### src/common/timer_params.svh
// Constants and register map for the compact timer
// Behaviour
// - 10-bit up-counter advances per timer clock
// - Period compares bits 9:7, compare all bits
// - No counter write; enable rise clears counter
// - Pause holds count; resume from held value
// - Clock select picks one of seven sources
// - Reserved clock code freezes the counter
// - Enable off stops counter, keeps value
// - Enable rise forces initial output level in compare mode
// - Period is multiples of 128; zero gives 1024
// - Clear-select 0: period match or overflow clears
// - Clear-select 1: compare match clears counter
// - PWM ignores clear-select; swap bit decides roles
// - Mode field: 00 compare, 10 PWM, 11 timer
// - Compare match drives output per function field
// - Match to current level shows no change
// - PWM function: inactive, active, waveform
// - Output control gives initial or active level
// - Polarity bit inverts output except timer mode
// - Swap bit exchanges period and duty roles
// - Counter and compare exposed as byte pairs
// - Low bytes pass through shared byte buffer
// - Clear-select 1 suppresses period match flag
// - Zero compare overflows without compare flag
// - Duty at or above period gives full active
`ifndef TIMER_PARAMS_SVH
`define TIMER_PARAMS_SVH

`define CNT_W 10
`define CNT_MAX 10'h3ff
`define PER_LSB 7
// Period code zero runs the full counter range
`define PERIOD_FULL 11'h400

`define OFF_CTRL0 8'h00
`define OFF_CTRL1 8'h04
`define OFF_CNT_LO 8'h08
`define OFF_CNT_HI 8'h0c
`define OFF_CMP_LO 8'h10
`define OFF_CMP_HI 8'h14
`define OFF_FLAGS 8'h18

`define CTRL0_RESET 8'h00
`define CTRL1_RESET 8'h00

`define CK_SYS_DIV4 3'h0
`define CK_SYS 3'h1
`define CK_HIGH_DIV16 3'h2
`define CK_HIGH_DIV64 3'h3
`define CK_SUB 3'h4
`define CK_EXT_RISE 3'h6
`define CK_EXT_FALL 3'h7

`define DIV4_TOP 6'h03
`define DIV16_TOP 6'h0f
`define DIV64_TOP 6'h3f

`define IO_NONE 2'h0
`define IO_LOW 2'h1
`define IO_HIGH 2'h2
`define IO_TOGGLE 2'h3

`define RESP_OKAY 2'h0
`define RESP_SLVERR 2'h2

`endif

### src/common/timer_pkg.sv
// Types shared by the compact timer files
package timer_pkg;

  typedef enum logic [1:0] {
    mode_compare = 2'h0,
    mode_undef = 2'h1,
    mode_pwm = 2'h2,
    mode_timer = 2'h3
  } mode_e;

  typedef struct packed {
    logic pause;
    logic [2:0] clock_select;
    logic enable;
    logic [2:0] period_setting;
  } ctrl0_s;

  typedef struct packed {
    logic [1:0] mode_field;
    logic [1:0] output_function;
    logic output_control;
    logic output_polarity;
    logic period_duty_swap;
    logic clear_select;
  } ctrl1_s;

endpackage : timer_pkg

### src/compact_timer.sv
// Compact 10-bit timer with AXI4-Lite register access
`include "timer_params.svh"

module compact_timer (
  input wire logic aclk,
  input wire logic aresetn,
  input wire logic [7:0] s_axi_awaddr,
  input wire logic s_axi_awvalid,
  output logic s_axi_awready,
  input wire logic [31:0] s_axi_wdata,
  input wire logic [3:0] s_axi_wstrb,
  input wire logic s_axi_wvalid,
  output logic s_axi_wready,
  output logic [1:0] s_axi_bresp,
  output logic s_axi_bvalid,
  input wire logic s_axi_bready,
  input wire logic [7:0] s_axi_araddr,
  input wire logic s_axi_arvalid,
  output logic s_axi_arready,
  output logic [31:0] s_axi_rdata,
  output logic [1:0] s_axi_rresp,
  output logic s_axi_rvalid,
  input wire logic s_axi_rready,
  input wire logic high_clock_tick,
  input wire logic sub_clock_tick,
  input wire logic external_clock_pin,
  output logic timer_output,
  output logic compare_match_flag,
  output logic period_match_flag
);

  // ----------------------------------------------------------------
  // State
  // ----------------------------------------------------------------
  typedef struct packed {
    timer_pkg::ctrl0_s ctrl0;
    timer_pkg::ctrl1_s ctrl1;
    logic [9:0] count;
    logic [9:0] compare_value;
    logic [7:0] low_buffer;
    logic enable_prev;
    logic cmp_flag;
    logic per_flag;
    logic aw_held;
    logic [7:0] aw_addr;
    logic w_held;
    logic [31:0] w_data;
    logic [3:0] w_strb;
    logic bvalid;
    logic [1:0] bresp;
    logic rvalid;
    logic [31:0] rdata;
    logic [1:0] rresp;
  } st_s;

  st_s st_r;
  st_s st_nxt;
  logic tick;
  logic enable_rise;
  logic run_tick;
  logic cmp_hit;
  logic per_hit;
  logic overflow;
  logic clear_now;
  logic cmp_event;
  logic per_event;
  logic pwm_active;
  logic [10:0] period_len;
  logic [10:0] duty_len;

  // Period length in timer clocks; code zero means the full 1024
  function automatic logic [10:0] period_of(input logic [2:0] code);
    period_of = (code == 3'h0) ? `PERIOD_FULL : {1'b0, code, 7'h00};
  endfunction : period_of

  function automatic logic is_offset(input logic [7:0] a, input logic [7:0] off);
    is_offset = (a[7:2] == off[7:2]);
  endfunction : is_offset

  // ----------------------------------------------------------------
  // Timer clock
  // ----------------------------------------------------------------
  clock_tick_gen u_tick (
    .aclk(aclk),
    .aresetn(aresetn),
    .clock_select(st_r.ctrl0.clock_select),
    .high_clock_tick(high_clock_tick),
    .sub_clock_tick(sub_clock_tick),
    .external_clock_pin(external_clock_pin),
    .tick(tick)
  );

  // ----------------------------------------------------------------
  // Counter and comparators
  // ----------------------------------------------------------------
  assign enable_rise = st_r.ctrl0.enable & ~st_r.enable_prev;
  assign run_tick = tick & st_r.ctrl0.enable & ~st_r.ctrl0.pause;
  // Comparators look at the value about to be reached by this tick
  logic [9:0] count_inc;
  assign count_inc = st_r.count + 10'h001;
  assign per_hit = run_tick && (st_r.ctrl0.period_setting != 3'h0) &&
                   (count_inc[9:`PER_LSB] == st_r.ctrl0.period_setting) &&
                   (count_inc[`PER_LSB-1:0] == 7'h00);
  assign cmp_hit = run_tick && (st_r.compare_value != 10'h000) &&
                   (count_inc == st_r.compare_value);
  assign overflow = run_tick && (st_r.count == `CNT_MAX);
  assign period_len = period_of(st_r.ctrl0.period_setting);
  assign duty_len = {1'b0, st_r.compare_value};

  always_comb begin
    logic pwm;
    logic swap;
    pwm = (st_r.ctrl1.mode_field == timer_pkg::mode_pwm);
    swap = st_r.ctrl1.period_duty_swap;
    per_event = 1'b0;
    cmp_event = 1'b0;
    clear_now = 1'b0;
    if (pwm) begin
      // Clear comes from whichever register sets the period
      per_event = per_hit || (overflow && st_r.ctrl0.period_setting == 3'h0);
      cmp_event = cmp_hit;
      clear_now = swap ? cmp_hit : per_event;
    end else if (st_r.ctrl1.clear_select) begin
      cmp_event = cmp_hit;
      clear_now = cmp_hit || overflow;
    end else begin
      per_event = per_hit || (overflow && st_r.ctrl0.period_setting == 3'h0);
      cmp_event = cmp_hit;
      clear_now = per_hit || overflow;
    end
    if (!swap) begin
      pwm_active = ({1'b0, st_r.count} < duty_len) || (duty_len >= period_len);
    end else begin
      pwm_active = ({1'b0, st_r.count} < period_len) ||
                   (period_len >= duty_len && st_r.compare_value != 10'h000);
    end
  end

  // ----------------------------------------------------------------
  // Bus slave and register next state
  // ----------------------------------------------------------------
  assign s_axi_awready = ~st_r.aw_held & ~st_r.bvalid;
  assign s_axi_wready = ~st_r.w_held & ~st_r.bvalid;
  assign s_axi_arready = ~st_r.rvalid;

  always_comb begin
    logic [7:0] wb;
    logic [7:0] rb;
    logic do_wr;
    wb = 8'h00;
    rb = 8'h00;
    do_wr = 1'b0;
    st_nxt = st_r;
    st_nxt.enable_prev = st_r.ctrl0.enable;

    if (enable_rise) begin
      st_nxt.count = 10'h000;
    end else if (run_tick) begin
      st_nxt.count = clear_now ? 10'h000 : count_inc;
    end
    // Flags are sticky until software writes a one; the set wins
    if (cmp_event) st_nxt.cmp_flag = 1'b1;
    if (per_event) st_nxt.per_flag = 1'b1;

    if (s_axi_awvalid && s_axi_awready) begin
      st_nxt.aw_held = 1'b1;
      st_nxt.aw_addr = s_axi_awaddr;
    end
    if (s_axi_wvalid && s_axi_wready) begin
      st_nxt.w_held = 1'b1;
      st_nxt.w_data = s_axi_wdata;
      st_nxt.w_strb = s_axi_wstrb;
    end
    do_wr = st_r.aw_held && st_r.w_held;
    wb = st_r.w_data[7:0];
    if (do_wr) begin
      st_nxt.aw_held = 1'b0;
      st_nxt.w_held = 1'b0;
      st_nxt.bvalid = 1'b1;
      st_nxt.bresp = `RESP_OKAY;
      if (st_r.w_strb[0]) begin
        if (is_offset(st_r.aw_addr, `OFF_CTRL0)) begin
          st_nxt.ctrl0 = timer_pkg::ctrl0_s'(wb);
        end else if (is_offset(st_r.aw_addr, `OFF_CTRL1)) begin
          st_nxt.ctrl1 = timer_pkg::ctrl1_s'(wb);
        end else if (is_offset(st_r.aw_addr, `OFF_CMP_LO)) begin
          st_nxt.low_buffer = wb;
        end else if (is_offset(st_r.aw_addr, `OFF_CMP_HI)) begin
          st_nxt.compare_value = {wb[1:0], st_r.low_buffer};
        end else if (is_offset(st_r.aw_addr, `OFF_FLAGS)) begin
          if (wb[0] && !cmp_event) st_nxt.cmp_flag = 1'b0;
          if (wb[1] && !per_event) st_nxt.per_flag = 1'b0;
        end else if (!is_offset(st_r.aw_addr, `OFF_CNT_LO) &&
                     !is_offset(st_r.aw_addr, `OFF_CNT_HI)) begin
          st_nxt.bresp = `RESP_SLVERR;
        end
      end
    end
    if (st_r.bvalid && s_axi_bready) st_nxt.bvalid = 1'b0;

    if (s_axi_arvalid && s_axi_arready) begin
      st_nxt.rvalid = 1'b1;
      st_nxt.rresp = `RESP_OKAY;
      if (is_offset(s_axi_araddr, `OFF_CTRL0)) begin
        rb = st_r.ctrl0;
      end else if (is_offset(s_axi_araddr, `OFF_CTRL1)) begin
        rb = st_r.ctrl1;
      end else if (is_offset(s_axi_araddr, `OFF_CNT_LO) ||
                   is_offset(s_axi_araddr, `OFF_CMP_LO)) begin
        rb = st_r.low_buffer;
      end else if (is_offset(s_axi_araddr, `OFF_CNT_HI)) begin
        rb = {6'h00, st_r.count[9:8]};
        st_nxt.low_buffer = st_r.count[7:0];
      end else if (is_offset(s_axi_araddr, `OFF_CMP_HI)) begin
        rb = {6'h00, st_r.compare_value[9:8]};
        st_nxt.low_buffer = st_r.compare_value[7:0];
      end else if (is_offset(s_axi_araddr, `OFF_FLAGS)) begin
        rb = {6'h00, st_r.per_flag, st_r.cmp_flag};
      end else begin
        st_nxt.rresp = `RESP_SLVERR;
      end
      st_nxt.rdata = {24'h000000, rb};
    end else if (st_r.rvalid && s_axi_rready) begin
      st_nxt.rvalid = 1'b0;
    end
  end

  always_ff @(posedge aclk) begin
    if (!aresetn) begin
      st_r <= '0;
    end else begin
      st_r <= st_nxt;
    end
  end

  assign s_axi_bvalid = st_r.bvalid;
  assign s_axi_bresp = st_r.bresp;
  assign s_axi_rvalid = st_r.rvalid;
  assign s_axi_rdata = st_r.rdata;
  assign s_axi_rresp = st_r.rresp;
  assign compare_match_flag = st_r.cmp_flag;
  assign period_match_flag = st_r.per_flag;

  // ----------------------------------------------------------------
  // Output pin
  // ----------------------------------------------------------------
  timer_output_unit u_out (
    .aclk(aclk),
    .aresetn(aresetn),
    .mode_field(st_r.ctrl1.mode_field),
    .output_function(st_r.ctrl1.output_function),
    .output_control(st_r.ctrl1.output_control),
    .output_polarity(st_r.ctrl1.output_polarity),
    .enable_rise(enable_rise && st_r.ctrl1.mode_field == timer_pkg::mode_compare),
    .compare_event(cmp_event && st_r.ctrl1.mode_field == timer_pkg::mode_compare),
    .pwm_active(pwm_active),
    .timer_output(timer_output)
  );

endmodule : compact_timer

### src/clock_tick_gen.sv
// Timer clock tick selection: prescalers, pin synchroniser, edge detect
`include "timer_params.svh"

module clock_tick_gen (
  input wire logic aclk,
  input wire logic aresetn,
  input wire logic [2:0] clock_select,
  input wire logic high_clock_tick,
  input wire logic sub_clock_tick,
  input wire logic external_clock_pin,
  output logic tick
);

  typedef struct packed {
    logic [5:0] sys_div;
    logic [5:0] high_div;
    logic ext_meta;
    logic ext_sync;
    logic ext_prev;
  } st_s;

  st_s st_r;
  st_s st_nxt;
  logic ext_rise;
  logic ext_fall;

  always_comb begin
    st_nxt = st_r;
    st_nxt.sys_div = (st_r.sys_div == `DIV4_TOP) ? 6'h00 : st_r.sys_div + 6'h01;
    if (high_clock_tick) begin
      st_nxt.high_div = st_r.high_div + 6'h01;
    end
    // Second stage alone feeds the edge detector
    st_nxt.ext_meta = external_clock_pin;
    st_nxt.ext_sync = st_r.ext_meta;
    st_nxt.ext_prev = st_r.ext_sync;
  end

  always_ff @(posedge aclk) begin
    if (!aresetn) begin
      st_r <= '0;
    end else begin
      st_r <= st_nxt;
    end
  end

  assign ext_rise = st_r.ext_sync & ~st_r.ext_prev;
  assign ext_fall = ~st_r.ext_sync & st_r.ext_prev;

  always_comb begin
    case (clock_select)
      `CK_SYS_DIV4: tick = (st_r.sys_div == `DIV4_TOP);
      `CK_SYS: tick = 1'b1;
      `CK_HIGH_DIV16: tick = high_clock_tick && ((st_r.high_div & `DIV16_TOP) == `DIV16_TOP);
      `CK_HIGH_DIV64: tick = high_clock_tick && (st_r.high_div == `DIV64_TOP);
      `CK_SUB: tick = sub_clock_tick;
      `CK_EXT_RISE: tick = ext_rise;
      `CK_EXT_FALL: tick = ext_fall;
      default: tick = 1'b0;
    endcase
  end

endmodule : clock_tick_gen

### src/timer_output_unit.sv
// Output pin logic for compare-match and PWM modes
`include "timer_params.svh"

module timer_output_unit (
  input wire logic aclk,
  input wire logic aresetn,
  input wire logic [1:0] mode_field,
  input wire logic [1:0] output_function,
  input wire logic output_control,
  input wire logic output_polarity,
  input wire logic enable_rise,
  input wire logic compare_event,
  input wire logic pwm_active,
  output logic timer_output
);

  typedef struct packed {
    logic level;
    logic pin;
  } st_s;

  st_s st_r;
  st_s st_nxt;
  logic raw;

  always_comb begin
    st_nxt = st_r;
    if (enable_rise) begin
      st_nxt.level = output_control;
    end else if (compare_event) begin
      case (output_function)
        `IO_LOW: st_nxt.level = 1'b0;
        `IO_HIGH: st_nxt.level = 1'b1;
        `IO_TOGGLE: st_nxt.level = ~st_r.level;
        default: st_nxt.level = st_r.level;
      endcase
    end
    case (timer_pkg::mode_e'(mode_field))
      timer_pkg::mode_pwm: begin
        case (output_function)
          `IO_LOW: raw = output_control;
          `IO_HIGH: raw = pwm_active ? output_control : ~output_control;
          default: raw = ~output_control;
        endcase
        // Codes 00 and 11 both rest inactive; 01 is active
        if (output_function == `IO_LOW) raw = output_control;
        else if (output_function == `IO_NONE) raw = ~output_control;
      end
      timer_pkg::mode_compare: raw = st_r.level;
      default: raw = 1'b0;
    endcase
    if (mode_field == timer_pkg::mode_timer) begin
      st_nxt.pin = 1'b0;
    end else begin
      st_nxt.pin = raw ^ output_polarity;
    end
  end

  always_ff @(posedge aclk) begin
    if (!aresetn) begin
      st_r <= '0;
    end else begin
      st_r <= st_nxt;
    end
  end

  assign timer_output = st_r.pin;

endmodule : timer_output_unit

### config.mk
export PLATFORM = sky130hd
export DESIGN_NAME = compact_timer
export DESIGN_NICKNAME = d
export VERILOG_FILES = /design/src/common/timer_pkg.sv /design/src/compact_timer.sv /design/src/clock_tick_gen.sv /design/src/timer_output_unit.sv
export VERILOG_INCLUDE_DIRS = /design/src /design/src/common
export SDC_FILE = /design/constraint.sdc
export NUM_CORES = 1
export LEC_CHECK = 0
export ABC_AREA = 1
export BUFFER_PORTS_ARGS = -buffer_cell sky130_fd_sc_hd__buf_2
export CORE_MARGIN = 10
export CORE_UTILIZATION = 41
export CTS_CLUSTER_DIAMETER = 50
export DETAILED_ROUTE_END_ITERATION = 16
export GPL_TIMING_DRIVEN = 0
export PLACE_DENSITY = 0.59
export SLEW_MARGIN = 20
export SYNTH_ARGS = -nofsm -noshare
export SYNTH_HDL_FRONTEND = slang
export SYNTH_SLANG_ARGS = --single-unit
### constraint.sdc
create_clock -name aclk -period 4.5 [get_ports aclk]
set_input_delay 1.35 -clock aclk [delete_from_list [all_inputs] [get_ports aclk]]
set_output_delay 1.35 -clock aclk [all_outputs]
set_load 0.01 [all_outputs]
==> run_results.csv, run 1 <==
group,metric,value,unit
status,outcome,"completed",
cells_and_area,syn2layout_area_growth,15.4,%
worst_setup_path,cp.arrival,3190,ps
synthesis,syn_inst,800,
placement,port_buffers,47,
synthesis,yosysTopAreaCell,"dfxtp_1",
synthesis,syn_area,5380,um2
routing,vias_per_cell,5.04,
timing,rsz0062_at_grt,"no",
floorplan,rows,41,
synthesis,ys_types,41,
clock_network,cts_resized,0,
timing,finalCritPeriodShare,0.648,
synthesis,ys_seq_area_frac,0.346,
synthesis,synth_top_area_frac,0.346,
floorplan,fp.dieH,135,um
timing,timing_max_transition_violations_final,0,
grt,grt_overflow,0,
worst_setup_path,required,4770,ps
clock_network,cts_buffers,9,
routing,dr.pass1.iters,6,
floorplan,die_area,18100,um2
placement,place_inst,1044,
floorplan,initial_core_util,0.423,
synthesis,synth_flop_cell,"dfxtp_1",
clock_network,root_buffer,"clkbuf_16",
cells_and_area,layout.nets,963,
power,p_leak,2.80,nW
placement,dpl_cell_area,5930,um2
clock_network,cts_tree,"yes",
clock_network,cts.sinks,93,
cells_and_area,final_common_cell,"nand2_1",
cells_and_area,final_cells,1060,
floorplan,die_x,135,um
routing,drc,0,
floorplan,coreArea,12700,um2
routing,dr_total_vias,5343,
cells_and_area,final_cell_mix,"145 x nand2_1, 113 x nor2_1, 96 x inv_1",
worst_hold_path,hold_class,"reg2reg",
clock_network,cts_buffer_depth,2,
grt,first_global_vias,5200,
synthesis,yosys_warnings,0,
worst_setup_path,worst_setup_path_end_kind,"flop",
clock_network,path_clk_slew,70,ps
timing,setup_viol,0,
timing,hold_viol_final,0,
routing,drtIter0Drc,361,
power,peakVddDrop,0.000172,V
placement,gp_congestion,0.901,
clock_network,h-tree-depth,3,
timing,slew_headroom,0.536,
cells_and_area,final_util,0.488,
timing,fin_setup_tns,0,ps
routing,wl,16000,um
worst_setup_path,start_kind,"input pin",
routing,antenna_left,0,
routing,drt-wirelength-per-cell,15.1,um
placement,place_hpwl,12900,um
timing,max_freq,0.343,GHz
clock_network,cts_setup_buffers,0,
synthesis,synthArstFlopShare,0,
cells_and_area,fillerInstances,1369,
grt,grt_pass1_wl,26000,um
flow_run,maxCapViolations,0,
worst_setup_path,crit_fanout,9,
clock_network,ctsHoldBuffers,0,
grt,antenna_found_initial,0,
power,cellPowerDensity,289,nW/um2
floorplan,pin_count,106,
cells_and_area,diodes,0,
grt,grt.total_usage,0.177,
timing,tightest_slew,696,ps
cells_and_area,stdcell_area,6210,um2
grt,grt_max_degree,17,
synthesis,synth-edff-count,0,
cells_and_area,drive_above_1_share,0.144,
synthesis,ys_ff_latch,93,
timing,skew,10.0,ps
worst_setup_path,critPathKind,"in2reg",
timing,period_needed,2920,ps
clock_network,insertion_delay,350,ps
synthesis,avgSynthCellArea,6.73,um2
synthesis,synth.area.top_cells,"dfxtp_1 35%, nand2_1 10%, nor2_1 7.9%, inv_1 6.7%, a21oi_1 6.5%",
-- registers in the layout, summed over array words and instances (netlist names) --
name and flops:
st_r 51, duty_len 10, s_axi_rresp 1, u_tick.st_nxt 2, u_out.st_r 1, st_nxt 1
s_axi_rvalid 1, u_tick.st_r 13, compare_match_flag 1, s_axi_bvalid 1, u_out.timer_output 1, period_match_flag 1
s_axi_bresp 1, s_axi_rdata 8
-- layer usage --
metal  vias up  track usage  share of wire
met5         -            0              0
met4         0       0.0840          0.031
met3        32       0.0419          0.053
met2       152        0.287           0.46
met1      2406        0.217           0.45
li1       2753            -              -
-- Yosys cell counts, drive strengths merged, types with 5 or more instances --
library cell and instances:
nor3 8, o221ai 6, clkbuf 16, dfxtp 93, a221oi 9, nand4 9
or2 5, o21ai 56, a211oi 17, buf 44, nor2 118, ha 18
a21oi 71, nand3 59, nand2 152, inv 96, o22ai 6
-- path summary, 6_finish.rpt --
| path | depth (start not counted) | from | slack, ps | to |
|---|---|---|---|---|
| min reg2reg | 2 | u_tick.st_nxt[1] | 410 | u_tick.st_nxt[0] |
| min | 2 | u_tick.st_nxt[1] | 410 | u_tick.st_nxt[0] |
| max reg2reg | 14 | st_r[106] | 1920 | st_r[105] |
| max | 5 | aresetn | 1580 | st_r[106] |
-- power by group --
| part | switching (W) | internal (W) |
|---|---|---|
| Combinational | 0.000117 | 0.0000706 |
| Sequential | 0.0000203 | 0.000853 |
| Clock | 0.000341 | 0.000394 |
-- layout make-up --
class                           instances  area, um2  share of cell area
Buffer                                 60        374              0.0602
Clock buffer                           10        239              0.0385
Tap cell                              172        215              0.0346
Sequential cell                        93       1860               0.300
Clock inverter                          6       45.0             0.00725
Multi-Input combinational cell        573       2870               0.462
Inverter                               99        372              0.0598
Timing Repair Buffer                   47        235              0.0379
-- critical path, stage by stage --
cell and delay, ps:
clkbuf_1 380, clkinv_1 410, nor2_1 460, clkinv_1 360, a21oi_1 210
-- per-stage QoR --
step	total power [W]	setup WS, ps	hold WS (ps)
global route	0.00188	1500	447
global placement	0.00107	1310	395
floorplan	0.00102	1900	390
finish	0.00180	1580	412
CTS	0.00181	1630	415
detailed placement	0.00108	1250	398
-- kinds of logic after synthesis --
family / share of synthesized area
adder cells (fa/ha/maj): 0.0418
AO/OA/AOI/OAI: 0.189
AND/OR/NAND/NOR: 0.279
flip-flops: 0.346
other: 0.000697
multiplexers: 0.00186
buffers and inverters: 0.139
XOR/XNOR: 0.00325
Note: power is estimated with default switching activity, not from simulation.
==> inputs of run 2 (changes only) <==
Settings changed: PLACE_DENSITY 0.59 to 0.62.
Clock period 4.5 ns to 2.4 ns, I/O delays scaled along.
==> run_results.csv, run 2 (synthesized netlist as in run 1, its figures left out) <==
group,metric,value,unit
grt,antenna_found_initial,0,
clock_network,root_buffer,"clkbuf_16",
routing,vias_per_cell,4.91,
worst_setup_path,crit_fanout,10,
timing,slew_headroom,0.564,
floorplan,pin_count,106,
routing,drt-wirelength-per-cell,14.2,um
grt,grt.total_usage,0.163,
timing,finalCritPeriodShare,0.932,
floorplan,fp.dieH,135,um
power,cellPowerDensity,558,nW/um2
cells_and_area,diodes,0,
floorplan,die_area,18100,um2
timing,setup_ws,164,ps
clock_network,cts_tree,"yes",
timing,tightest_slew,653,ps
cells_and_area,layout.nets,963,
cells_and_area,final_cell_mix,"145 x nand2_1, 112 x nor2_1, 96 x inv_1",
grt,grt_overflow,0,
placement,gp_congestion,0.850,
clock_network,h-tree-depth,3,
cells_and_area,largest_reg_flops,51,
clock_network,path_clk_slew,70,ps
clock_network,cts_setup_buffers,0,
worst_hold_path,hold_class,"reg2reg",
worst_setup_path,required,2640,ps
worst_setup_path,reg2reg_depth,13,
placement,port_buffers,47,
power,peakVddDrop,0.000526,V
timing,hold_viol_final,0,
timing,timing_max_transition_violations_final,0,
floorplan,initial_core_util,0.423,
placement,dp_slack,-243,ps
cells_and_area,final_util,0.493,
placement,place_hpwl,12100,um
floorplan,die_x,135,um
cells_and_area,top_register,"st_r",
floorplan,coreArea,12700,um2
worst_hold_path,hp-start,"u_tick.st_nxt[1]",
worst_hold_path,holdPathStages,2,
worst_hold_path,min_to,"u_tick.st_nxt[0]",
placement,place_inst,1044,
cells_and_area,final_cells,1060,
routing,drtIter0Drc,337,
floorplan,rows,41,
power,p_leak,2.81,nW
clock_network,cts.sinks,93,
clock_network,cts_buffers,9,
clock_network,cts_buffer_depth,2,
routing,dr.pass1.iters,4,
worst_setup_path,timing.rr.end,"st_r[105]",
routing,wl,15100,um
timing,skew,10.5,ps
timing,setup_viol,0,
grt,first_global_vias,4848,
flow_run,maxCapViolations,0,
timing,fin_setup_tns,0,ps
cells_and_area,drive_above_1_share,0.148,
worst_setup_path,critPathKind,"reg2reg",
routing,antenna_left,0,
cells_and_area,syn2layout_area_growth,16.4,%
grt,grt_pass1_wl,24100,um
clock_network,insertion_delay,350,ps
worst_setup_path,cp.arrival,2470,ps
worst_setup_path,r2r_slack,160,ps
routing,dr_total_vias,5205,
timing,max_freq,0.447,GHz
status,outcome,"completed",
timing,rsz0062_at_grt,"no",
grt,grt_max_degree,19,
routing,drc,0,
timing,period_needed,2240,ps
cells_and_area,fillerInstances,1381,
worst_setup_path,start_kind,"flop",
worst_setup_path,r2r_start,"st_r[105]",
timing,finalHoldWorstSlack,416,ps
cells_and_area,final_common_cell,"nand2_1",
worst_setup_path,worst_setup_path_end_kind,"flop",
run 2: cell types whose count changed in the layout (fill, tap and decap cells not counted), sizes merged:
cell,change
bufinv,+1
clkbuf,-1
run 2: repair_timing:
item / 4_1_cts / 5_1_grt
hold buffers: 0 / 0
gates resized for setup: 2 / 5
endpoints found under the setup margin: 11 / 11
gates cloned: 0 / 0
endpoints found under the hold margin: 0 / 0
run 2: area by class of cell:
type                       instances  area [um2]  area share
buffer                            60         377      0.0601
clock buffer                       9         225      0.0359
clock inverter                     7        92.6      0.0148
inverter                          99         372      0.0593
multi-input combinational        573        2890       0.461
sequential                        93        1860       0.297
tap                              172         215      0.0343
timing repair buffer              47         235      0.0375
run 2: worst max path at each step:
stage | from | end | slack, ps
6_report | st_r[105] | st_r[105] | 160
3_3_place_gp | aresetn | st_r[107] | -250
5_1_grt | st_r[106] | st_r[105] | 0.9
3_5_place_dp | aresetn | st_r[107] | -240
4_1_cts | st_r[105] | st_r[105] | 8
2_1_floorplan | st_r[106] | st_r[106] | 420
run 2: critical path, cell delays in order (launching register included):
cell	delay (ps)
dfxtp_1	380
buf_4	180
inv_1	80
ha_1	290
nor2_1	110
nand3_1	90
nor2_1	130
nand3_1	130
nor2_4	150
nand3_4	120
a21oi_4	160
nand2_4	100
nand3_1	140
a21oi_1	80
run 2: layer usage:
metal | GRT usage | vias to the layer above | wire (um)
met2 | 0.266 | 111 | 6880
met1 | 0.208 | 2329 | 7150
met5 | 0 | - | 0
met4 | 0.0363 | 0 | 211
li1 | - | 2748 | -
met3 | 0.0460 | 17 | 816
run 2: stage by stage:
stage / instance area, um2 / power (W)
after global routing: 6270 / 0.00362
after CTS: 6250 / 0.00352
after detailed placement: 5930 / 0.00202
after global placement: 5930 / 0.00202
final: 6270 / 0.00350
after floorplan: 5480 / 0.00190
run 2: power breakdown:
group / total [W] / switching [W] / internal (W)
clock network: 0.00152 / 0.000682 / 0.000833
logic: 0.000347 / 0.000215 / 0.000132
registers: 0.00164 / 0.0000374 / 0.00160
